## src/hdl/pgs_map.svh

```systemverilog
`ifndef PGS_MAP_SVH
`define PGS_MAP_SVH

// clock and time base
`define PGS_CLK_PERIOD_NS 10
`define PGS_NS_PER_US 1000
`define PGS_US_CYCLES (`PGS_NS_PER_US / `PGS_CLK_PERIOD_NS)
`define PGS_US_PER_MS 1000

// supervisor times, in microseconds unless named otherwise
`define PGS_UV_FALL_RELAX_US 1000
`define PGS_UV_FALL_SUPERVISION_A_US 50
`define PGS_UV_RISE_US 10
`define PGS_OV_RISE_US 50
`define PGS_OV_FALL_US 1000
`define PGS_BLANK_MS 5
`define PGS_BLANK_US (`PGS_BLANK_MS * `PGS_US_PER_MS)

// register byte offsets
`define PGS_REG_CTRL 4'h0
`define PGS_REG_ENABLE 4'h4
`define PGS_REG_SWCFG 4'h8
`define PGS_REG_FLAGS 4'hC

// control fields
`define PGS_CTRL_SUPERVISION_A 0
`define PGS_CTRL_DLY_LSB 8
`define PGS_CTRL_DLY_MSB 15
`define PGS_CTRL_RESET 32'h0000_0000

// enable fields
`define PGS_EN_RAIL_LSB 0
`define PGS_EN_RAIL_MSB 4
`define PGS_EN_SW_LSB 5
`define PGS_EN_SW_MSB 7

// switch configuration fields
`define PGS_SW_DCHG_LSB 0
`define PGS_SW_DCHG_MSB 2
`define PGS_SW_SHED_LSB 3
`define PGS_SW_SHED_MSB 5
`define PGS_SW_LIM2_LSB 6
`define PGS_SW_LIM2_MSB 7
`define PGS_SW_LIM3_LSB 8
`define PGS_SW_LIM3_MSB 9

// flag and status fields
`define PGS_FL_ILIM_LSB 0
`define PGS_FL_ILIM_MSB 2
`define PGS_FL_FAULT_LSB 3
`define PGS_FL_FAULT_MSB 5
`define PGS_ST_PG 8
`define PGS_ST_BU 9
`define PGS_ST_RAIL_LSB 16
`define PGS_ST_RAIL_MSB 20
`define PGS_ST_PIN 24

`endif

```

## src/hdl/pgs_pkg.sv

```systemverilog
package pgs_pkg;
	localparam int PGS_RAILS = 5;
	localparam int PGS_SWITCHES = 3;
	typedef logic [PGS_RAILS-1:0] pgs_rail_t;
	typedef logic [PGS_SWITCHES-1:0] pgs_sw_t;
	typedef logic [1:0] pgs_lim_t;
	typedef logic [9:0] pgs_us_t;
	typedef logic [12:0] pgs_blank_t;
	typedef enum logic [1:0] {
		PGS_OFF,
		PGS_WAIT,
		PGS_GOOD,
		PGS_FAULT
	} pgs_state_t;
endpackage

```

## src/hdl/pgs_if.sv

```systemverilog
`timescale 1ns/1ps
interface pgs_mon_if;
	logic tick_us;
	logic supervision_a;
	logic enable;
	logic uv;
	logic ov;
	logic fault;
	modport mon(input tick_us, input supervision_a, input enable, input uv, input ov, output fault);
	modport ctl(output tick_us, output supervision_a, output enable, output uv, output ov, input fault);
endinterface

interface pgs_sw_if;
	logic enable;
	logic dchg_cfg;
	logic over_temperature_shutdown;
	logic in_uv;
	logic ilim;
	logic on;
	logic discharge;
	logic fault;
	logic limiting;
	modport sw(input enable, input dchg_cfg, input over_temperature_shutdown, input in_uv, input ilim,
		output on, output discharge, output fault, output limiting);
	modport ctl(output enable, output dchg_cfg, output over_temperature_shutdown, output in_uv, output ilim,
		input on, input discharge, input fault, input limiting);
endinterface

```

## src/hdl/pgs_rail_mon.sv

```systemverilog
`timescale 1ns/1ps
module pgs_rail_mon #(
	parameter pgs_pkg::pgs_blank_t BLANK_US = 13'h1388,
	parameter pgs_pkg::pgs_us_t UV_RELAX_US = 10'h3E8,
	parameter pgs_pkg::pgs_us_t UV_SUPERVISION_A_US = 10'h032,
	parameter pgs_pkg::pgs_us_t UV_RISE_US = 10'h00A,
	parameter pgs_pkg::pgs_us_t OV_RISE_US = 10'h032,
	parameter pgs_pkg::pgs_us_t OV_FALL_US = 10'h3E8
) (
	input wire logic clk,
	input wire logic rst_b,
	pgs_mon_if.mon mif
);
	import pgs_pkg::*;

	pgs_blank_t blank_r;
	logic armed_r;
	pgs_us_t dg_r;
	logic bad_r;
	logic ov_cause_r;
	logic raw_bad;
	pgs_us_t lim;

	// relaxed mode looks at undervoltage only
	assign raw_bad = mif.uv | (mif.supervision_a & mif.ov);

	always_comb begin
		if (bad_r) begin
			lim = ov_cause_r ? OV_FALL_US : UV_RISE_US;
		end else if (mif.uv) begin
			lim = mif.supervision_a ? UV_SUPERVISION_A_US : UV_RELAX_US;
		end else begin
			lim = OV_RISE_US;
		end
	end

	// start-up blanking lets the rail ramp before it is judged
	always_ff @(posedge clk or negedge rst_b) begin
		if (!rst_b) begin
			blank_r <= '0;
			armed_r <= 1'b0;
		end else if (!mif.enable) begin
			blank_r <= '0;
			armed_r <= 1'b0;
		end else if (mif.tick_us && !armed_r) begin
			if (blank_r >= BLANK_US - 13'h0001) begin
				armed_r <= 1'b1;
			end else begin
				blank_r <= blank_r + 13'h0001;
			end
		end
	end

	always_ff @(posedge clk or negedge rst_b) begin
		if (!rst_b) begin
			dg_r <= '0;
			bad_r <= 1'b0;
			ov_cause_r <= 1'b0;
		end else if (!mif.enable || !armed_r) begin
			dg_r <= '0;
			bad_r <= 1'b0;
			ov_cause_r <= 1'b0;
		end else if (raw_bad == bad_r) begin
			dg_r <= '0;
		end else if (mif.tick_us) begin
			if (dg_r >= lim - 10'h001) begin
				dg_r <= '0;
				bad_r <= raw_bad;
				ov_cause_r <= raw_bad & ~mif.uv;
			end else begin
				dg_r <= dg_r + 10'h001;
			end
		end
	end

	assign mif.fault = bad_r;
endmodule

```

## src/hdl/pgs_switch.sv

```systemverilog
`timescale 1ns/1ps
module pgs_switch (
	input wire logic clk,
	input wire logic rst_b,
	pgs_sw_if.sw sif
);
	import pgs_pkg::*;

	logic on_r;
	logic dchg_r;
	logic fault_r;
	logic lim_r;
	logic held_off;

	// thermal or input-undervoltage hold-off, released by hardware alone
	assign held_off = sif.over_temperature_shutdown | sif.in_uv;

	always_ff @(posedge clk or negedge rst_b) begin
		if (!rst_b) begin
			on_r <= 1'b0;
			dchg_r <= 1'b0;
			fault_r <= 1'b0;
			lim_r <= 1'b0;
		end else begin
			on_r <= sif.enable & ~held_off;
			dchg_r <= sif.dchg_cfg & ~(sif.enable & ~held_off);
			fault_r <= sif.enable & held_off;
			lim_r <= sif.enable & ~held_off & sif.ilim;
		end
	end

	assign sif.on = on_r;
	assign sif.discharge = dchg_r;
	assign sif.fault = fault_r;
	assign sif.limiting = lim_r;
endmodule

```

## src/hdl/pgs_top.sv

```systemverilog
`timescale 1ns/1ps
`include "pgs_map.svh"
// Notes on behaviour
// - power-good released only when enabled rails good
// - relaxed: undervoltage only, long fall deglitch
// - supervision_a: tighter undervoltage, short fall deglitch
// - supervision_a also watches overvoltage
// - power-good low after reset, all-off
// - disabled rails are ignored
// - rail judged 5 ms after enable
// - programmed delay after sequencer done
// - deglitched fault drops power-good, starts power-down
// - disabling a rail only matters if last
// - power-down and suspend force power-good low
// - backup power-good is AND of two
// - backup fault touches nothing else
// - supply failure starts power-down; reset shuts all
// - switches follow enable; sequencer drives first
// - per-switch discharge when off, if enabled
// - power-fail sheds chosen switches until rewritten
// - current limiting raises flag, switch stays on
// - overtemperature holds switch off with fault
// - second switch has two-bit limit select
// - second switch input undervoltage holds off
// - third switch has two-bit limit select
module pgs_top #(
	parameter pgs_pkg::pgs_blank_t BLANK_US = 13'(`PGS_BLANK_US),
	parameter pgs_pkg::pgs_us_t UV_RELAX_US = 10'(`PGS_UV_FALL_RELAX_US),
	parameter pgs_pkg::pgs_us_t OV_FALL_US = 10'(`PGS_OV_FALL_US),
	parameter logic [9:0] MS_TICKS = 10'(`PGS_US_PER_MS)
) (
	input wire logic clk,
	input wire logic rst_b,
	input wire logic [3:0] avs_address,
	input wire logic avs_read,
	input wire logic avs_write,
	input wire logic [31:0] avs_writedata,
	output logic [31:0] avs_readdata,
	output logic avs_waitrequest,
	input wire pgs_pkg::pgs_rail_t rail_uv,
	input wire pgs_pkg::pgs_rail_t rail_ov,
	input wire logic [1:0] backup_rail_good,
	input wire logic power_fail_input,
	input wire logic undervoltage_lockout,
	input wire pgs_pkg::pgs_sw_t switch_ilim,
	input wire pgs_pkg::pgs_sw_t switch_ots,
	input wire logic switch2_input_uv,
	input wire logic seq_done,
	input wire logic seq_powerdown,
	input wire logic suspend,
	input wire pgs_pkg::pgs_rail_t seq_rail_set,
	input wire pgs_pkg::pgs_rail_t seq_rail_clr,
	input wire logic seq_switch1_set,
	input wire logic seq_switch1_clr,
	input wire logic main_power_good_i,
	output logic main_power_good_o,
	output logic main_power_good_oe,
	output logic backup_power_good,
	output logic powerdown_trigger,
	output pgs_pkg::pgs_rail_t rail_enable,
	output pgs_pkg::pgs_rail_t rail_discharge,
	output pgs_pkg::pgs_sw_t switch_enable,
	output pgs_pkg::pgs_sw_t switch_discharge_enable,
	output pgs_pkg::pgs_lim_t switch2_limit_select,
	output pgs_pkg::pgs_lim_t switch3_limit_select
);
	import pgs_pkg::*;

	localparam int SYNC_W = 22;
	localparam logic [6:0] US_DIV = 7'(`PGS_US_CYCLES);
	localparam logic [16:0] MS_CYCLES = 17'(MS_TICKS) * 17'(US_DIV);

	logic [SYNC_W-1:0] sync1_r;
	logic [SYNC_W-1:0] sync2_r;
	pgs_rail_t uv_s;
	pgs_rail_t ov_s;
	logic [1:0] bu_s;
	logic pf_s;
	logic undervoltage_lockout_s;
	pgs_sw_t ilim_s;
	pgs_sw_t ots_s;
	logic sw2uv_s;
	logic pin_s;

	logic [6:0] us_cnt_r;
	logic tick_us_r;
	logic [16:0] ms_cnt_r;
	logic tick_ms_r;

	logic [31:0] ctrl_r;
	pgs_rail_t rail_en_r;
	pgs_sw_t sw_en_r;
	logic [9:0] swcfg_r;
	logic [5:0] flags_r;
	logic [5:0] flags_nxt;
	logic pf_d_r;
	logic undervoltage_lockout_d_r;
	logic pf_trip;

	pgs_state_t state_r;
	pgs_state_t state_nxt;
	logic [7:0] dly_r;
	logic any_en;
	logic any_fault;
	logic abort;
	logic pg_oe_r;
	logic bu_r;
	logic pd_r;
	pgs_rail_t rail_dchg_r;

	logic wait_r;
	logic [31:0] rdata_r;
	logic bus_req;
	logic bus_wr;
	logic [31:0] rd_mux;

	pgs_rail_t mon_fault;
	pgs_sw_t sw_on;
	pgs_sw_t sw_dchg;
	pgs_sw_t sw_fault;
	pgs_sw_t sw_lim;

	// every pin from the analog side is brought into the clock domain first
	always_ff @(posedge clk or negedge rst_b) begin
		if (!rst_b) begin
			sync1_r <= '0;
			sync2_r <= '0;
		end else begin
			sync1_r <= {rail_uv, rail_ov, backup_rail_good, power_fail_input, undervoltage_lockout,
				switch_ilim, switch_ots, switch2_input_uv, main_power_good_i};
			sync2_r <= sync1_r;
		end
	end

	assign {uv_s, ov_s, bu_s, pf_s, undervoltage_lockout_s, ilim_s, ots_s, sw2uv_s, pin_s} = sync2_r;

	// microsecond enable for the rail monitors; the delay divider counts clocks itself
	always_ff @(posedge clk or negedge rst_b) begin
		if (!rst_b) begin
			us_cnt_r <= '0;
			tick_us_r <= 1'b0;
		end else if (us_cnt_r >= US_DIV - 7'h01) begin
			us_cnt_r <= '0;
			tick_us_r <= 1'b1;
		end else begin
			us_cnt_r <= us_cnt_r + 7'h01;
			tick_us_r <= 1'b0;
		end
	end

	always_ff @(posedge clk or negedge rst_b) begin
		if (!rst_b) begin
			ms_cnt_r <= '0;
			tick_ms_r <= 1'b0;
		end else if (state_r != PGS_WAIT) begin // restart on entry so a delay is never cut short
			ms_cnt_r <= '0;
			tick_ms_r <= 1'b0;
		end else if (ms_cnt_r >= MS_CYCLES - 17'h00001) begin
			ms_cnt_r <= '0;
			tick_ms_r <= 1'b1;
		end else begin
			ms_cnt_r <= ms_cnt_r + 17'h00001;
			tick_ms_r <= 1'b0;
		end
	end

	// per-rail monitors
	genvar gi;
	generate
		for (gi = 0; gi < PGS_RAILS; gi++) begin : g_rail
			pgs_mon_if mif();
			assign mif.tick_us = tick_us_r;
			assign mif.supervision_a = ctrl_r[`PGS_CTRL_SUPERVISION_A];
			assign mif.enable = rail_en_r[gi];
			assign mif.uv = uv_s[gi];
			assign mif.ov = ov_s[gi];
			assign mon_fault[gi] = mif.fault;
			// first two converters use the tighter window thresholds in the analog comparators
			pgs_rail_mon #(
				.BLANK_US(BLANK_US),
				.UV_RELAX_US(UV_RELAX_US),
				.UV_SUPERVISION_A_US(10'(`PGS_UV_FALL_SUPERVISION_A_US)),
				.UV_RISE_US(10'(`PGS_UV_RISE_US)),
				.OV_RISE_US(10'(`PGS_OV_RISE_US)),
				.OV_FALL_US(OV_FALL_US)
			) u_mon (
				.clk(clk),
				.rst_b(rst_b),
				.mif(mif)
			);
		end
		for (gi = 0; gi < PGS_SWITCHES; gi++) begin : g_sw
			pgs_sw_if sif();
			assign sif.enable = sw_en_r[gi];
			assign sif.dchg_cfg = swcfg_r[`PGS_SW_DCHG_LSB + gi];
			assign sif.over_temperature_shutdown = ots_s[gi];
			assign sif.in_uv = (gi == 1) ? sw2uv_s : 1'b0;
			assign sif.ilim = ilim_s[gi];
			assign sw_on[gi] = sif.on;
			assign sw_dchg[gi] = sif.discharge;
			assign sw_fault[gi] = sif.fault;
			assign sw_lim[gi] = sif.limiting;
			pgs_switch u_sw (
				.clk(clk),
				.rst_b(rst_b),
				.sif(sif)
			);
		end
	endgenerate

	assign any_en = |rail_en_r;
	assign any_fault = |(mon_fault & rail_en_r);
	assign abort = !any_en || suspend || seq_powerdown || undervoltage_lockout_s;

	always_comb begin
		state_nxt = state_r;
		case (state_r)
			PGS_OFF: begin
				if (!abort && seq_done && !any_fault) begin
					state_nxt = PGS_WAIT;
				end
			end
			PGS_WAIT: begin
				if (any_fault) begin
					state_nxt = PGS_FAULT;
				end else if (abort) begin
					state_nxt = PGS_OFF;
				end else if (dly_r >= ctrl_r[`PGS_CTRL_DLY_MSB:`PGS_CTRL_DLY_LSB]) begin
					state_nxt = PGS_GOOD;
				end
			end
			PGS_GOOD: begin
				if (any_fault) begin
					state_nxt = PGS_FAULT;
				end else if (abort) begin
					state_nxt = PGS_OFF;
				end
			end
			PGS_FAULT: begin
				// held until the power-down has shut the rails
				if (!any_en) begin
					state_nxt = PGS_OFF;
				end
			end
			default: state_nxt = PGS_OFF;
		endcase
	end

	always_ff @(posedge clk or negedge rst_b) begin
		if (!rst_b) begin
			state_r <= PGS_OFF;
			pg_oe_r <= 1'b1;
		end else begin
			state_r <= state_nxt;
			pg_oe_r <= (state_nxt != PGS_GOOD);
		end
	end

	always_ff @(posedge clk or negedge rst_b) begin
		if (!rst_b) begin
			dly_r <= '0;
		end else if (state_r != PGS_WAIT) begin
			dly_r <= '0;
		end else if (tick_ms_r && dly_r != 8'hFF) begin
			dly_r <= dly_r + 8'h01;
		end
	end

	// one-cycle request to the sequencer: rail fault or supply failure
	always_ff @(posedge clk or negedge rst_b) begin
		if (!rst_b) begin
			undervoltage_lockout_d_r <= 1'b0;
			pd_r <= 1'b0;
		end else begin
			undervoltage_lockout_d_r <= undervoltage_lockout_s;
			pd_r <= (state_nxt == PGS_FAULT && state_r != PGS_FAULT) || (undervoltage_lockout_s && !undervoltage_lockout_d_r);
		end
	end

	// backup good never feeds the main supervisor
	always_ff @(posedge clk or negedge rst_b) begin
		if (!rst_b) begin
			bu_r <= 1'b0;
		end else begin
			bu_r <= &bu_s;
		end
	end

	// reset is the brown-out: every rail off with discharge on
	always_ff @(posedge clk or negedge rst_b) begin
		if (!rst_b) begin
			rail_dchg_r <= '1;
		end else begin
			rail_dchg_r <= ~rail_en_r;
		end
	end

	// bus slave: one wait cycle, then the answer
	assign bus_req = avs_read | avs_write;
	assign bus_wr = avs_write && !wait_r;

	always_comb begin
		rd_mux = '0;
		if (avs_address == `PGS_REG_CTRL) begin
			rd_mux = ctrl_r;
		end else if (avs_address == `PGS_REG_ENABLE) begin
			rd_mux[`PGS_EN_RAIL_MSB:`PGS_EN_RAIL_LSB] = rail_en_r;
			rd_mux[`PGS_EN_SW_MSB:`PGS_EN_SW_LSB] = sw_en_r;
		end else if (avs_address == `PGS_REG_SWCFG) begin
			rd_mux[`PGS_SW_LIM3_MSB:`PGS_SW_DCHG_LSB] = swcfg_r;
		end else if (avs_address == `PGS_REG_FLAGS) begin
			rd_mux[`PGS_FL_FAULT_MSB:`PGS_FL_ILIM_LSB] = flags_r;
			rd_mux[`PGS_ST_PG] = ~pg_oe_r;
			rd_mux[`PGS_ST_BU] = bu_r;
			rd_mux[`PGS_ST_RAIL_MSB:`PGS_ST_RAIL_LSB] = mon_fault;
			rd_mux[`PGS_ST_PIN] = pin_s;
		end
	end

	always_ff @(posedge clk or negedge rst_b) begin
		if (!rst_b) begin
			wait_r <= 1'b1;
			rdata_r <= '0;
		end else if (bus_req && wait_r) begin
			wait_r <= 1'b0;
			rdata_r <= avs_read ? rd_mux : 32'h0000_0000;
		end else begin
			wait_r <= 1'b1;
		end
	end

	always_ff @(posedge clk or negedge rst_b) begin
		if (!rst_b) begin
			ctrl_r <= `PGS_CTRL_RESET;
			swcfg_r <= '0;
		end else if (bus_wr && avs_address == `PGS_REG_CTRL) begin
			ctrl_r <= '0;
			ctrl_r[`PGS_CTRL_SUPERVISION_A] <= avs_writedata[`PGS_CTRL_SUPERVISION_A];
			ctrl_r[`PGS_CTRL_DLY_MSB:`PGS_CTRL_DLY_LSB] <= avs_writedata[`PGS_CTRL_DLY_MSB:`PGS_CTRL_DLY_LSB];
		end else if (bus_wr && avs_address == `PGS_REG_SWCFG) begin
			swcfg_r <= avs_writedata[`PGS_SW_LIM3_MSB:`PGS_SW_DCHG_LSB];
		end
	end

	// rail enables: software writes, sequencer strobes on top
	always_ff @(posedge clk or negedge rst_b) begin
		if (!rst_b) begin
			rail_en_r <= '0;
		end else begin
			if (bus_wr && avs_address == `PGS_REG_ENABLE) begin
				rail_en_r <= (avs_writedata[`PGS_EN_RAIL_MSB:`PGS_EN_RAIL_LSB] | seq_rail_set) & ~seq_rail_clr;
			end else begin
				rail_en_r <= (rail_en_r | seq_rail_set) & ~seq_rail_clr;
			end
		end
	end

	// a trip is an edge: a switch re-enabled while the input stays high keeps running
	assign pf_trip = pf_s && !pf_d_r;

	always_ff @(posedge clk or negedge rst_b) begin
		if (!rst_b) begin
			pf_d_r <= 1'b0;
			sw_en_r <= '0;
		end else begin
			pf_d_r <= pf_s;
			if (bus_wr && avs_address == `PGS_REG_ENABLE) begin
				sw_en_r <= avs_writedata[`PGS_EN_SW_MSB:`PGS_EN_SW_LSB];
			end else if (pf_trip) begin
				sw_en_r <= sw_en_r & ~swcfg_r[`PGS_SW_SHED_MSB:`PGS_SW_SHED_LSB];
			end else if (seq_switch1_set) begin
				sw_en_r[0] <= 1'b1;
			end else if (seq_switch1_clr) begin
				sw_en_r[0] <= 1'b0;
			end
		end
	end

	// sticky flags, write one to clear; a new event in the clear cycle wins
	always_comb begin
		flags_nxt = flags_r;
		if (bus_wr && avs_address == `PGS_REG_FLAGS) begin
			flags_nxt = flags_r & ~avs_writedata[`PGS_FL_FAULT_MSB:`PGS_FL_ILIM_LSB];
		end
		flags_nxt = flags_nxt | {sw_fault, sw_lim};
	end

	always_ff @(posedge clk or negedge rst_b) begin
		if (!rst_b) begin
			flags_r <= '0;
		end else begin
			flags_r <= flags_nxt;
		end
	end

	assign avs_readdata = rdata_r;
	assign avs_waitrequest = wait_r;
	assign main_power_good_o = 1'b0;
	assign main_power_good_oe = pg_oe_r;
	assign backup_power_good = bu_r;
	assign powerdown_trigger = pd_r;
	assign rail_enable = rail_en_r;
	assign rail_discharge = rail_dchg_r;
	assign switch_enable = sw_on;
	assign switch_discharge_enable = sw_dchg;
	assign switch2_limit_select = swcfg_r[`PGS_SW_LIM2_MSB:`PGS_SW_LIM2_LSB];
	assign switch3_limit_select = swcfg_r[`PGS_SW_LIM3_MSB:`PGS_SW_LIM3_LSB];
endmodule

```

## config.mk

```make
export PLATFORM = sky130hd
export DESIGN_NAME = pgs_top
export DESIGN_NICKNAME = d
export VERILOG_FILES = /design/src/hdl/pgs_pkg.sv /design/src/hdl/pgs_if.sv /design/src/hdl/pgs_rail_mon.sv /design/src/hdl/pgs_switch.sv /design/src/hdl/pgs_top.sv
export VERILOG_INCLUDE_DIRS = /design/src /design/src/hdl
export SDC_FILE = /design/constraint.sdc
export NUM_CORES = 1
export LEC_CHECK = 0
export ABC_AREA = 1
export BUFFER_PORTS_ARGS = -buffer_cell sky130_fd_sc_hd__clkbuf_2
export CORE_UTILIZATION = 30
export CTS_CLUSTER_SIZE = 24
export DETAILED_ROUTE_END_ITERATION = 6
export MAX_ROUTING_LAYER = met4
export PLACE_DENSITY_LB_ADDON = 0.2
export SYNTH_ARGS = -nofsm -noshare
export SYNTH_HDL_FRONTEND = slang
export SYNTH_SLANG_ARGS = --single-unit
```

## constraint.sdc

```tcl
create_clock -name clk -period 7.14 [get_ports clk]
set_input_delay 1.071 -clock clk [delete_from_list [all_inputs] [get_ports clk]]
set_output_delay 1.071 -clock clk [all_outputs]
set_load 0.01 [all_outputs]
```

Word level (Yosys, flattened, before mapping)
Index checks and enable logic that the tools add are counted.
{ "totals": {"reg_bits": 298, "input_bits": 77, "output_inout_bits": 57, "wordCells": 409} }
{ "op_classes": {"addsub": 18, "magnitude_cmp": 13, "eq_ne": 36, "n_mux": 148, "bitwise_logic": 54, "n_reduce_logical": 81} }
{ "ops": {"columns": ["operator", "n"], "rows": [
  ["10-bit two-way mux", 37],
  ["13-bit two-way mux", 15],
  ["1-bit two-way mux", 66],
  ["13-bit by 1-bit adder with 13-bit output (second input constant)", 5],
  ["13-bit greater-or-equal comparator (second input constant)", 5],
  ["10-bit by 1-bit adder with 10-bit output (second input constant)", 5],
  ["10-bit greater-or-equal comparator", 5],
  ["10-bit by 1-bit subtractor with 10-bit output (second input constant)", 5],
  ["17-bit two-way mux", 2],
  ["2-bit by 1-bit != test with 1-bit output (second input constant)", 16],
  ["25-bit two-way mux", 1],
  ["5-bit two-way mux", 5],
  ["2-bit two-way mux", 12],
  ["6-bit two-way mux", 4],
  ["8-bit two-way mux", 3],
  ["2-bit AND reduction", 12],
  ["2-bit nonzero test", 12],
  ["1-bit bitwise AND", 22],
  ["17-bit by 1-bit adder with 17-bit output (second input constant)", 1],
  ["17-bit greater-or-equal comparator (second input constant)", 1],
  ["1-bit logical AND", 17],
  ["1-bit zero test", 16],
  ["5-bit bitwise AND", 3],
  ["3-bit AND reduction", 5],
  ["29 further kinds", 75]
]} }

Depth between registers and ports, before layout
Gate-level depths: netlist of run 1.
{ "depth": {"ltp_word": 13, "ltp_mapped": 16, "depth_no_buf": 16} }

Modules after synthesis
From an unflattened synthesis of run 1, not the netlist that was laid out.
{ "hier_totals": {"cells_unflattened": 2186, "hier_area_um2": 16427.0} }
{ "modules_own_cells": {"columns": ["mod", "instances", "cells_per_inst", "area_each_um2", "seq_area_each_um2"], "rows": [
  ["pgs_rail_mon", 5, 301, 1975.6, 650.6],
  ["pgs_top", 1, 642, 6120.9, 3662.3],
  ["pgs_switch", 3, 13, 142.6, 100.1]
]} }

Least setup slack after synthesis of run 1
OpenSTA, ideal clock, no wires.
{ "synth_timing": {"path_type": "reg-to-reg", "start": "reg ctrl_r[0]", "end": "reg g_rail[3].u_mon.dg_r[9]", "setup_time_ns": 0.131, "arrival_ns": 2.333, "required_ns": 7.009, "path_slack_ns": 4.676, "path_stages_with_launch": 17, "n_path_buf": 1, "period_less_slack_ns": 2.464, "path_cell_list": "dfrtp_1 > buf_6 > inv_1 > a21oi_1 > nor2_1 > ha_1 > xnor2_1 > ha_1 > nand2_1 > o21ai_0 > nand2_1 > nand3_1 > nor2_1 > nand2_1 > inv_1 > nor2_1 > nor2_1"} }
{ "synth_via": {"elab_chain_cells": 9, "word_cells_on_any_way": 13, "classes_between": "add/sub: 1; order compare: 1; eq/ne: 1; mux: 7; bitwise: 2; reduce/logical: 1"} }
{ "synth_rtl": {"columns": ["element", "line_no", "rtl"], "rows": [
  ["start, declared", "pgs_top.sv:90", "logic [31:0] ctrl_r;"],
  ["start signal, assigned", "pgs_top.sv:334", "ctrl_r <= `PGS_CTRL_RESET;"],
  ["start signal, assigned by index", "pgs_top.sv:338", "ctrl_r[`PGS_CTRL_SUPERVISION_A] <= avs_writedata[`PGS_CTRL_SUPERVISION_A];"],
  ["start signal, assigned by index", "pgs_top.sv:339", "ctrl_r[`PGS_CTRL_DLY_MSB:`PGS_CTRL_DLY_LSB] <= avs_writedata[`PGS_CTRL_DLY_MSB:`PGS_CTRL_DLY_LSB];"],
  ["10-bit two-way mux", "pgs_rail_mon.sv:31", "lim = mif.supervision_a ? UV_SUPERVISION_A_US : UV_RELAX_US;"],
  ["10-bit two-way mux", "pgs_rail_mon.sv:30", "end else if (mif.uv) begin"],
  ["10-bit two-way mux", "pgs_rail_mon.sv:28", "if (bad_r) begin"],
  ["10-bit by 1-bit subtractor with 10-bit output", "pgs_rail_mon.sv:66", "if (dg_r >= lim - 10'h001) begin"],
  ["10-bit greater-or-equal comparator", "pgs_rail_mon.sv:66", null],
  ["10-bit two-way mux", "pgs_rail_mon.sv:66", null],
  ["10-bit two-way mux", "pgs_rail_mon.sv:65", "end else if (mif.tick_us) begin"],
  ["10-bit two-way mux", "pgs_rail_mon.sv:63", "end else if (raw_bad == bad_r) begin"],
  ["10-bit two-way mux", "pgs_rail_mon.sv:59", "end else if (!mif.enable || !armed_r) begin"],
  ["end signal, assigned", "pgs_rail_mon.sv:71", "dg_r <= dg_r + 10'h001;"],
  ["end, declared", "pgs_rail_mon.sv:18", "pgs_us_t dg_r;"]
]} }
Several ways; a longest one is shown, not always the timed one. The select of a mux whose other input is x is not followed.
A chain may end at the register's enable or synchronous reset.

Worst setup path in the final report of run 1
{ "layout_timing": {"start": "reg ctrl_r[0]", "end": "reg g_rail[0].u_mon.dg_r[9]"} }
{ "layout_via": {"elab_chain_cells": 9, "word_cells_on_any_way": 13, "classes_between": "add/sub: 1; order compare: 1; eq/ne: 1; mux: 7; bitwise: 2; reduce/logical: 1"} }
{ "layout_rtl": {"columns": ["element", "line_no"], "rows": [
  ["10-bit two-way mux", "pgs_rail_mon.sv:31"],
  ["10-bit two-way mux", "pgs_rail_mon.sv:30"],
  ["10-bit two-way mux", "pgs_rail_mon.sv:28"],
  ["10-bit by 1-bit subtractor with 10-bit output", "pgs_rail_mon.sv:66"],
  ["10-bit greater-or-equal comparator", "pgs_rail_mon.sv:66"],
  ["10-bit two-way mux", "pgs_rail_mon.sv:66"],
  ["10-bit two-way mux", "pgs_rail_mon.sv:65"],
  ["10-bit two-way mux", "pgs_rail_mon.sv:63"],
  ["10-bit two-way mux", "pgs_rail_mon.sv:59"],
  ["end signal, assigned", "pgs_rail_mon.sv:71"],
  ["end, declared", "pgs_rail_mon.sv:18"]
]} }
Several ways; a longest one is shown, not always the timed one. The select of a mux whose other input is x is not followed.

==> impl_metrics.py, run 1 <==
metrics = {
    "global_route": {
        "grt_pass1_wl_um": 60660,
        "gr-usage-met3_pct": 2.956,
        "grt_most_used_layer": "met2",
        "grt_pass1_vias": 11832,
        "grtUsageMet1_pct": 19.17,
        "use_met2_pct": 23.72,
        "grt_max_degree": 132,
        "antenna_found_initial": 2,
        "grt-ovfl-total": 0,
        "grtUsageTotal_pct": 15.08,
    },
    "finish": {
        "finalNetCount": 2052,
        "fillCellCount": 5211,
        "multi_input_area_sq_um": 6913,
        "drive_above_1_share_pct": 12.17,
        "final_common_cell": "nand2_1",
        "regArea_sq_um": 7216,
        "post-route-util_pct": 34.80,
        "area_growth_pct": 14.43,
        "final_cell_mix": "nand2_1 (381), dfrtp_1 (281), nor2_1 (223)",
        "stdcell_area_sq_um": 17460,
    },
    "die": {
        "die_y_um": 227.5,
        "start_util_pct": 30.42,
        "die-area_sq_um": 51770,
        "rows": 82,
        "die_x_um": 227.5,
        "coreArea_sq_um": 50170,
        "ios": 134,
    },
    "critical_path": {
        "critPathArrivalTime_ps": 3240,
        "r2r_end": "g_rail[0].u_mon.dg_r[9]",
        "end_kind": "flop",
        "path_class": "flop to flop",
        "reg2reg_slack_ps": 4310,
        "timing.rr.start": "ctrl_r[0]",
        "crit_fanout": 8,
        "rr_worst_depth": 12,
        "crit_required_ps": 7550,
        "start_kind": "flop",
    },
    "timing": {
        "tns_ps": 0,
        "worst_slew_pin_slew_ps": 1065,
        "finalSetupViolations": 0,
        "finalHoldViolations": 0,
        "fin_hold_ws_ps": 342.2,
        "layout_min_cycle_time_ps": 2834,
        "timing.final.crit_share_pct": 39.68,
        "skew_ps": 25.94,
        "slew_headroom_pct": 28.53,
        "fmax_mhz": 352.9,
        "rsz0062_at_grt": "false",
        "slew_viol_final": 0,
        "setup_slack_ps": 4307,
    },
    "power_and_ir_drop": {
        "p_per_area_nw_per_um2": 220.7,
        "power.share.clock_pct": 46.0,
        "power_frac_comb_pct": 8.6,
        "p_int_mw": 2.868,
        "ir_drop_mv": 0.1647,
        "seq_power_share_pct": 45.4,
        "p_sw_share_pct": 25.60,
        "p_leak_nw": 8.162,
        "power_switching_mw": 0.9869,
    },
    "place": {
        "post-place-ws_ps": 4088,
        "dpl-instance-area_sq_um": 16310,
        "place_congestion": 0.8478,
        "numPortBuffers": 106,
        "hpwlAfterDp_um": 26060,
    },
    "logic_synthesis": {
        "synth_xor_xnor_area_share_pct": 5.436,
        "synth.area.mux_share_pct": 0,
        "synth_compound_area_share_pct": 9.306,
        "synth_seq_area_share_pct": 47.29,
        "synthFlopType": "dfrtp_1",
        "yosys_warnings": 0,
        "synth_edf_count": 0,
        "netlist_area_sq_um": 15260,
        "postSynth.asyncResetShare_pct": 100.0,
        "ys_ff_latch": 288,
        "syn_inst": 1805,
        "synth.area.top_cells": "dfrtp_1 (46%), nand2_1 (9.4%), ha_1 (5.8%), nor2_1 (5.5%), inv_1 (4.6%)",
        "syn_avg_cell_area_sq_um": 8.454,
        "yosysUniqueCellTypes": 55,
        "synth_simple_gate_area_share_pct": 24.39,
        "synth_fa_ha_area_share_pct": 5.822,
        "netlist.area_leader.share_pct": 46.08,
        "synth_top_family_by_area": "simple AND/OR/NAND/NOR gates",
        "yosys.area.top_type": "dfrtp_1",
    },
    "hold_path": {
        "holdCritPathClass": "flop to flop",
        "min-delay-start": "sync1_r[13]",
        "hold_path_end": "sync2_r[13]",
        "holdPathStages": 0,
    },
    "routing": {
        "drt_first_pass_iters": 5,
        "viasPerCell": 4.564,
        "wire_per_inst_um": 13.87,
        "vias": 11889,
        "route.antenna.remaining_nets": 0,
        "drc_errors": 0,
        "drt_iter0_drc": 632,
        "routed_wl_um": 36120,
    },
    "cts": {
        "insertion_delay_ps": 550,
        "cts_tree": "yes",
        "clockBufferDepth": 3,
        "ctsHoldBuffers": 0,
        "root_buffer": "clkbuf_16",
        "postCtsSetupBuffers": 0,
        "cts_resized": 0,
        "clk_pin_slew_worst_paths_ps": 60,
        "cts_inserted_buffers": 36,
        "h-tree-depth": 2,
        "clkSinkCount": 288,
    },
    "run_status": {
        "status": "finished clean",
    },
    "flow_run": {
        "drv_cap": 0,
    },
}
==> worst max path at each step <==
stage / start / end / slack [ps] / depth (start not counted)
2_1_floorplan: ctrl_r[0] / g_rail[3].u_mon.dg_r[9] / 4680 / 16
3_3_place_gp: avs_write / avs_readdata[20] / 4130 / 5
3_5_place_dp: avs_write / avs_readdata[16] / 4090 / 5
4_1_cts: ctrl_r[0] / g_rail[0].u_mon.dg_r[6] / 4260 / 13
5_1_grt: ctrl_r[0] / g_rail[2].u_mon.dg_r[4] / 3980 / 15
6_report: ctrl_r[0] / g_rail[0].u_mon.dg_r[9] / 4310 / 12
==> area by class of cell <==
cell class	instances	area share, %
antenna	2	0.02866
clock buffer	58	6.091
clock inverter	7	0.4586
inverter	198	4.271
multi-input combinational	1268	39.59
sequential	288	41.32
tap	672	4.815
timing repair buffer	112	3.425
==> logic make-up (layout without fill, tap and decap cells) <==
kind of cell / count (synthesis) / count (layout)
other: 1 / 13
flip-flops: 288 / 288
adder cells (fa/ha/maj): 71 / 71
buffers and inverters: 259 / 375
AND/OR/NAND/NOR: 845 / 845
XOR/XNOR: 90 / 90
AO/OA/AOI/OAI: 251 / 251
==> flip-flops by register name, indices dropped and copies added (netlist names), 7 cells and up <==
name	cells
g_rail.u_mon.blank_r	65
sync1_r	22
swcfg_r	10
sync2_r	22
avs_readdata	22
g_rail.u_mon.dg_r	50
ctrl_r	9
ms_cnt_r	17
us_cnt_r	7
dly_r	8
==> critical path: stages, from the launching register on <==
cell and delay [ps]:
dfrtp_1 370, inv_1 290, a21oi_1 190, nor2_1 220
ha_1 270, ha_1 310, a21oi_1 70, o21ai_0 140
nand2_1 70, nand3_1 100, nor2_1 60, o21ai_1 490
nor2_1 100
==> routing by layer <==
layer,share of wire [%],up-vias
met3,4.1,52
met1,48,5606
met4,2.8,0
li1,-,6056
met5,0,-
met2,45,175
==> cell usage after synthesis (6+ instances only) <==
| master | instances |
|---|---|
| nand4_1 | 48 |
| nand2_2 | 8 |
| nor2_2 | 7 |
| buf_2 | 11 |
| clkbuf_1 | 8 |
| buf_6 | 7 |
| dfstp_2 | 7 |
| o21ai_2 | 14 |
| a31oi_1 | 6 |
| o21ai_0 | 99 |
| nor2_1 | 223 |
| nor3_1 | 33 |
| dfrtp_1 | 281 |
| ha_1 | 71 |
| inv_1 | 189 |
| o21bai_1 | 10 |
| a21oi_1 | 57 |
| xnor2_1 | 10 |
| o21a_1 | 7 |
| o22ai_1 | 9 |
| nand3_1 | 97 |
| nand2_1 | 381 |
| buf_4 | 34 |
| inv_2 | 8 |
| o31ai_1 | 6 |
| nor4_1 | 6 |
| o21ai_1 | 33 |
| xor2_1 | 76 |
| nand3b_1 | 10 |
==> power by group through the flow <==
| stage | Clock (mW) | Combinational, mW | Sequential (mW) |
|---|---|---|---|
| after global placement | 0 | 0.332 | 1.78 |
| after detailed placement | 0 | 0.339 | 1.78 |
| after global routing | 1.90 | 0.385 | 1.76 |
| after CTS | 1.84 | 0.341 | 1.75 |
| final | 1.77 | 0.332 | 1.75 |
| after floorplan | 0 | 0.227 | 1.76 |
==> per-stage QoR <==
| stage | power, mW | cells |
|---|---|---|
| after floorplan | 1.992 | 1815 |
| after global placement | 2.110 | 2538 |
| after detailed placement | 2.119 | 2538 |
| after CTS | 3.934 | 2603 |
| after global routing | 4.043 | 2605 |
| final | 3.854 | 2605 |
(Power assumes the default switching activity.)
==> inputs of run 2 (changes only) <==
--- a/config.mk
+++ b/config.mk
@@ -6,7 +6,7 @@
 export SDC_FILE = /design/constraint.sdc
 export NUM_CORES = 1
 export LEC_CHECK = 0
-export ABC_AREA = 1
+export ABC_AREA = 0
 export BUFFER_PORTS_ARGS = -buffer_cell sky130_fd_sc_hd__clkbuf_2
 export CORE_UTILIZATION = 30
 export CTS_CLUSTER_SIZE = 24
==> constraint.sdc (replaced) <==
create_clock -name clk -period 2.6 [get_ports clk]
set_input_delay 0.39 -clock clk [delete_from_list [all_inputs] [get_ports clk]]
set_output_delay 0.39 -clock clk [all_outputs]
set_load 0.01 [all_outputs]
==> run 2 against run 1 <==
- the run now ends with setup timing left
- combinational power rose to 3.4 times the previous value
- worst hold slack lost 280 ps
- largest power group is now sequential cells
- sequential share of layout area fell by 1.4 points
- critical endpoint is now g_rail[4].u_mon.ov_cause_r
- core utilization increased by 2.9 points
- die area decreased by 4.1%
- sequential power grew to 2.8 times the previous value
- sequential cell count stayed put
- cell count shrank 12%
- non-clock buffer count up 98
- clock power rose to 2.7 times the previous value
- setup slack lost 4300 ps
- register-to-register slack worse by 4300 ps
==> impl_metrics.py, run 2 <==
metrics = {
    "timing": {
        "layout_min_cycle_time_ps": 2636,
        "finalHoldViolations": 0,
        "finalSetupViolations": 3,
        "timing.final.crit_share_pct": 101.4,
        "worst_slew_pin_slew_ps": 768.9,
        "setup_slack_ps": -35.89,
        "rsz0062_at_grt": "true",
        "fin_hold_ws_ps": 61.71,
        "skew_ps": 19.01,
        "fmax_mhz": 379.4,
        "slew_viol_final": 0,
        "slew_headroom_pct": 48.37,
    },
    "power_and_ir_drop": {
        "p_sw_share_pct": 25.71,
        "p_leak_nw": 7.956,
        "power_frac_comb_pct": 10.6,
        "p_per_area_nw_per_um2": 589.2,
        "power_switching_mw": 2.737,
        "p_int_mw": 7.911,
        "seq_power_share_pct": 45.3,
        "ir_drop_mv": 0.4451,
        "power.share.clock_pct": 44.2,
    },
    "global_route": {
        "antenna_found_initial": 0,
        "grt-ovfl-total": 0,
        "grt_pass1_wl_um": 59980,
        "grt_max_degree": 73,
        "grt_pass1_vias": 11391,
        "grtUsageTotal_pct": 15.37,
    },
    "logic_synthesis": {
        "synth_seq_area_share_pct": 49.32,
        "yosys.area.top_type": "dfrtp_1",
        "ys_ff_latch": 288,
        "postSynth.asyncResetShare_pct": 100.0,
        "synth_edf_count": 0,
        "syn_inst": 1468,
        "yosys_warnings": 0,
        "synth.area.top_cells": "dfrtp_1 (48%), ha_1 (6.1%), nand2_1 (3.7%), a21oi_1 (2.9%), nor2_1 (2.8%)",
        "netlist_area_sq_um": 14630,
        "yosysUniqueCellTypes": 71,
        "synth_common_cells": "dfrtp_1 (281), nand2_1 (143), nor2_1 (110)",
        "netlist.area_leader.share_pct": 48.06,
        "synth.most_common_cell": "dfrtp_1",
        "syn_avg_cell_area_sq_um": 9.966,
        "synthFlopType": "dfrtp_1",
    },
    "critical_path": {
        "path_class": "flop to flop",
        "end_kind": "flop",
        "critPathArrivalTime_ps": 3060,
        "start_kind": "flop",
        "timing.rr.start": "ctrl_r[0]",
        "cp_slowest_cell": "dfrtp_1",
        "path_buf_inv": 2,
        "cp_slowest_stage_delay_ps": 400,
        "startpoint": "ctrl_r[0]",
        "crit_fanout": 6,
        "crit_chain": "clkinv_4 > a21oi_4 > nor2_2 > ha_2 > xnor2_2 > ha_1 > nand4_1 > o22ai_2 > o41ai_4 > buf_4 > a21oi_1 > mux2_2",
        "crit_required_ps": 3030,
        "crit_family": "compound AO/OA/AOI/OAI gates",
    },
    "flow_run": {
        "drv_cap": 0,
    },
    "cts": {
        "cts_tree": "yes",
        "clkSinkCount": 288,
        "cts_inserted_buffers": 35,
        "insertion_delay_ps": 550,
        "clk_pin_slew_worst_paths_ps": 60,
        "root_buffer": "clkbuf_16",
        "h-tree-depth": 2,
        "clockBufferDepth": 3,
    },
    "finish": {
        "multi_input_area_sq_um": 7297,
        "fillCellCount": 4769,
        "finalNetCount": 1804,
        "final_cell_mix": "dfrtp_1 (280), nand2_1 (142), nor2_1 (109)",
        "post-route-util_pct": 37.69,
        "drive_above_1_share_pct": 20.14,
        "num_antenna_cells": 0,
        "regArea_sq_um": 7217,
        "final_common_cell": "dfrtp_1",
        "reg_top3": "g_rail.u_mon.blank_r: 65 flops, g_rail.u_mon.dg_r: 50 flops",
        "stdcell_area_sq_um": 18070,
        "regMostFlops": "g_rail.u_mon.blank_r",
        "largest_reg_flops": 65,
        "area_growth_pct": 23.53,
    },
    "routing": {
        "drc_errors": 0,
        "wire_per_inst_um": 15.91,
        "viasPerCell": 4.991,
        "vias": 11469,
        "drt_iter0_drc": 629,
        "routed_wl_um": 36570,
        "drt_first_pass_iters": 5,
        "route.antenna.remaining_nets": 0,
    },
    "die": {
        "die_x_um": 222.8,
        "rows": 80,
        "start_util_pct": 30.51,
        "die_y_um": 222.8,
        "coreArea_sq_um": 47950,
        "die-area_sq_um": 49660,
        "ios": 134,
    },
    "run_status": {
        "failed_checks": "setup timing",
        "status": "finished with violations",
    },
    "place": {
        "place_congestion": 0.8326,
        "hpwlAfterDp_um": 25870,
        "numPortBuffers": 106,
        "dpl-instance-area_sq_um": 16280,
    },
    "hold_path": {
        "min-delay-start": "seq_rail_set[2]",
        "holdCritPathClass": "input pin to flop",
    },
}
==> run 2: changes by cell type in the layout (fill, tap and decap cells not counted), sizes merged, moves of 28 or more <==
cell	change
a21oi	+28
nand2	-250
and3	+31
dlygate4sd3	+28
o21ai	-93
buf	+70
xor2	-43
xnor2	+35
inv	-146
nor2	-123
==> run 2: repair_timing <==
item                       4_1_cts  5_1_grt
cloned                           1        1
hold buffers                    28        0
setup buffers                    5        3
pin swaps                       12       60
gates resized for setup         20       49
hold endpoints to repair        90        0
setup endpoints to repair       19       59
==> run 2: logic make-up after synthesis <==
| group | after synthesis | share of synthesized area (%) |
|---|---|---|
| flip-flops | 288 | 49.32 |
| adder cells (fa/ha/maj) | 71 | 6.072 |
| XOR/XNOR | 82 | 4.909 |
| other | 1 | 0.02563 |
| multiplexers | 35 | 2.617 |
| AO/OA/AOI/OAI | 297 | 13.50 |
| buffers and inverters | 121 | 3.823 |
| AND/OR/NAND/NOR | 573 | 19.73 |
==> run 2: cell type report <==
| type | instances | area share [%] |
|---|---|---|
| multi-input cells | 1069 | 40.38 |
| flip-flops and latches | 288 | 39.93 |
| repair buffers | 210 | 8.239 |
| clock buffers | 57 | 5.691 |
| well taps | 615 | 4.258 |
| inverters | 52 | 1.108 |
| clock inverters | 7 | 0.3946 |
==> run 2: final timing paths <==
kind	slack (ps)	cells after the start	to
worst max-delay path	-40	12	g_rail[4].u_mon.ov_cause_r
worst min-delay path	60	3	rail_enable[2]
worst max register to register	-40	12	g_rail[4].u_mon.ov_cause_r
worst min register to register	340	0	sync2_r[1]
max in group asynchronous	1370	3	main_power_good_oe
min in group asynchronous	420	2	sync1_r[6]
==> run 2: worst min-delay path, cell delays in order <==
cell,delay [ps]
clkbuf_2,80
inv_1,40
a31oi_1,60
==> run 2: power by group through the flow <==
stage          clock, mW  sequential (mW)  combinational (mW)
6_report            4.70             4.82                1.12
5_1_grt             5.05             4.85                1.27
4_1_cts             4.87             4.82                1.08
3_5_place_dp           0             4.90                1.00
3_3_place_gp           0             4.90               0.984
2_1_floorplan          0             4.85               0.613
==> run 2: stage by stage <==
stage	power [mW]	setup TNS [ps]	cells	setup WS (ps)
floorplan	5.465	-2.681	1478	-2.681
global placement	5.882	-28.99	2197	-28.99
detailed placement	5.904	-273.2	2197	-65.00
CTS	10.78	-167.6	2295	-43.12
global route	11.16	-4199	2298	-162.0
finish	10.65	-88.32	2298	-35.89
==> run 2: layer usage <==
| layer | GRT usage (%) | vias to the layer above | wire (um) |
|---|---|---|---|
| li1 | - | 5658 | - |
| met1 | 20.64 | 5592 | 17540 |
| met2 | 23.55 | 179 | 16780 |
| met3 | 2.790 | 40 | 1664 |
| met4 | 4.561 | 0 | 592 |
| met5 | - | - | 0 |
==> inputs of run 3 (changes only) <==
--- a/config.mk
+++ b/config.mk
@@ -13,6 +13,7 @@
 export DETAILED_ROUTE_END_ITERATION = 6
 export MAX_ROUTING_LAYER = met4
 export PLACE_DENSITY_LB_ADDON = 0.2
+export RECOVER_POWER = 100
 export SYNTH_ARGS = -nofsm -noshare
 export SYNTH_HDL_FRONTEND = slang
 export SYNTH_SLANG_ARGS = --single-unit
==> constraint.sdc (replaced) <==
create_clock -name clk -period 2.4 [get_ports clk]
set_input_delay 0.36 -clock clk [delete_from_list [all_inputs] [get_ports clk]]
set_output_delay 0.36 -clock clk [all_outputs]
set_load 0.01 [all_outputs]
==> run 3 against run 2 <==
- the flow finishes with violations (capacitance limit, slew limit, setup timing)
- sequential power is 8.3% higher
- total power is 14% higher
- highest routed layer unchanged
- register-to-register slack worse by 200 ps
- cell count is 1.7% higher
- core utilization is 0.85 points higher
- critical path depth is 2 higher
==> impl_metrics.py, run 3 (synthesis results as in run 2) <==
metrics = {
    "run_status": {
        "status": "finished with violations",
        "failed_checks": "capacitance limit, slew limit, setup timing",
    },
    "finish": {
        "final_cell_mix": "dfrtp_1 (279), nand2_1 (141), nor2_1 (107)",
        "area_growth_pct": 26.31,
        "reg_top3": "g_rail.u_mon.blank_r: 65 flops, g_rail.u_mon.dg_r: 50 flops",
        "drive_above_1_share_pct": 19.80,
        "final_common_cell": "dfrtp_1",
        "largest_reg_flops": 65,
        "stdcell_area_sq_um": 18480,
        "num_antenna_cells": 0,
        "regMostFlops": "g_rail.u_mon.blank_r",
        "fin_cells": 2337,
        "fillCellCount": 4717,
        "finalNetCount": 1846,
    },
    "cts": {
        "insertion_delay_ps": 520,
        "clk_pin_slew_worst_paths_ps": 60,
        "clockBufferDepth": 3,
        "h-tree-depth": 2,
        "clkSinkCount": 288,
        "cts_tree": "yes",
        "cts_inserted_buffers": 35,
        "root_buffer": "clkbuf_16",
    },
    "critical_path": {
        "cp_slowest_stage_delay_ps": 440,
        "cp_slowest_cell": "dfrtp_2",
        "path_class": "flop to flop",
        "rr_worst_depth": 14,
        "r2r_end": "g_rail[4].u_mon.mif.fault",
        "timing.rr.start": "ctrl_r[0]",
        "crit_chain": "inv_8 > buf_4 > a21oi_4 > buf_4 > ha_4 > xnor2_2 > ha_1 > nand4_1 > o22ai_2 > o41ai_4 > buf_4 > buf_4 > nand2_1 > a22o_1",
        "reg2reg_slack_ps": -240,
        "cpMostUsedCell": "buf_4",
        "crit_family": "buffers and inverters",
        "path_buf_inv": 5,
        "critPathArrivalTime_ps": 3040,
        "crit_fanout": 6,
        "start_kind": "flop",
        "end_kind": "flop",
        "crit_required_ps": 2800,
    },
    "routing": {
        "route.antenna.remaining_nets": 0,
        "drt_first_pass_iters": 7,
        "routed_wl_um": 37020,
        "wire_per_inst_um": 15.84,
        "viasPerCell": 5.004,
        "drc_errors": 0,
        "drt_iter0_drc": 572,
        "vias": 11694,
    },
    "power_and_ir_drop": {
        "power.total_mw": 12.10,
        "p_leak_nw": 8.015,
        "ir_drop_mv": 0.4918,
        "p_per_area_nw_per_um2": 654.5,
    },
    "place": {
        "placed_cells": 2230,
        "numPortBuffers": 106,
        "place_congestion": 0.8218,
        "hpwlAfterDp_um": 26170,
        "dpl-instance-area_sq_um": 16660,
    },
    "die": {
        "die_x_um": 222.8,
        "start_util_pct": 30.51,
        "rows": 80,
        "die-area_sq_um": 49660,
        "coreArea_sq_um": 47950,
        "die_y_um": 222.8,
        "ios": 134,
    },
    "flow_run": {
        "drv_cap": 1,
    },
    "timing": {
        "setup_slack_ps": -237.3,
        "layout_min_cycle_time_ps": 2637,
        "slew_headroom_pct": -5.868,
        "finalHoldViolations": 0,
        "rsz0062_at_grt": "true",
        "slew_viol_final": 61,
        "timing.final.crit_share_pct": 109.9,
        "skew_ps": 12.50,
        "worst_slew_pin_slew_ps": 1588,
        "finalSetupViolations": 60,
        "tns_ps": -6522,
        "fin_hold_ws_ps": 62.28,
        "fmax_mhz": 379.2,
    },
    "global_route": {
        "grt_max_degree": 62,
        "grtUsageMet1_pct": 20.08,
        "grtUsageTotal_pct": 15.58,
        "grt-ovfl-total": 0,
        "grt_pass1_vias": 11769,
        "grt_most_used_layer": "met2",
        "antenna_found_initial": 0,
        "use_met2_pct": 25.28,
        "grt_pass1_wl_um": 61520,
        "gr-usage-met3_pct": 2.592,
    },
    "hold_path": {
        "hold_path_end": "rail_enable[2]",
        "holdPathStages": 3,
        "min-delay-start": "seq_rail_set[2]",
        "holdCritPathClass": "input pin to flop",
    },
}
## run 3: cell count changes in the layout (fill, tap and decap cells not counted), sizes merged
cell	before	now
clkinv	5	3
buf	77	97
clkbuf	162	178
bufinv	0	6
inv	53	52
## run 3: through the flow
step,setup slack (ps),util [%]
5_1_grt,-327.0,38.54
3_3_place_gp,-168.6,34.75
2_1_floorplan,-123.9,-
4_1_cts,-199.8,38.22
6_report,-237.3,38.54
3_5_place_dp,-245.0,34.75
## run 3: worst max path at each step
stage | startpoint | cells past startpoint | slack (ps) | to
floorplan | ctrl_r[0] | 14 | -120 | g_rail[2].u_mon.dg_r[6]
global placement | ctrl_r[0] | 14 | -170 | g_rail[1].u_mon.dg_r[4]
detailed placement | ctrl_r[0] | 12 | -250 | g_rail[0].u_mon.dg_r[4]
CTS | ctrl_r[0] | 13 | -200 | g_rail[1].u_mon.dg_r[5]
global route | ctrl_r[0] | 14 | -330 | g_rail[1].u_mon.ov_cause_r
finish | ctrl_r[0] | 14 | -240 | g_rail[4].u_mon.mif.fault
## run 3: layer usage
| layer | up-vias | routed length (um) |
|---|---|---|
| li1 | 5738 | - |
| met1 | 5731 | 17000 |
| met2 | 178 | 17900 |
| met3 | 47 | 1371 |
| met4 | 0 | 743 |
| met5 | - | 0 |
## run 3: worst reg2reg max path, stage by stage, from the launching register on
cell     delay, ps
dfrtp_2        440
inv_8          100
buf_4          130
a21oi_4         60
buf_4          150
ha_4           150
xnor2_2        120
ha_1           320
nand4_1        100
o22ai_2        100
o41ai_4        330
buf_4          190
buf_4          100
nand2_1         50
a22o_1         190
## run 3: final cells by class
cell class	instances	area, sq um	area share [%]
clock inverters	10	206.4	1.117
multi-input cells	1069	7438	40.25
clock buffers	51	996.0	5.389
repair buffers	252	1649	8.923
flip-flops and latches	288	7218	39.06
well taps	615	769.5	4.164
inverters	52	202.7	1.097
## run 3: report_power, final
| group | total, mW | internal [mW] | switching, mW |
|---|---|---|---|
| sequential | 5.22 | 5.07 | 0.151 |
| combinational | 1.29 | 0.578 | 0.712 |
| clock | 5.59 | 3.52 | 2.07 |
| total | 12.1 | 9.16 | 2.93 |
## run 3: what timing repair did
item	CTS	global route
setup endpoints to repair	57	65
buffers inserted	5	11
pin swaps	35	44
hold buffers	28	0
gates resized for setup	32	53
endpoints found under the hold margin	79	0
cloned	1	1
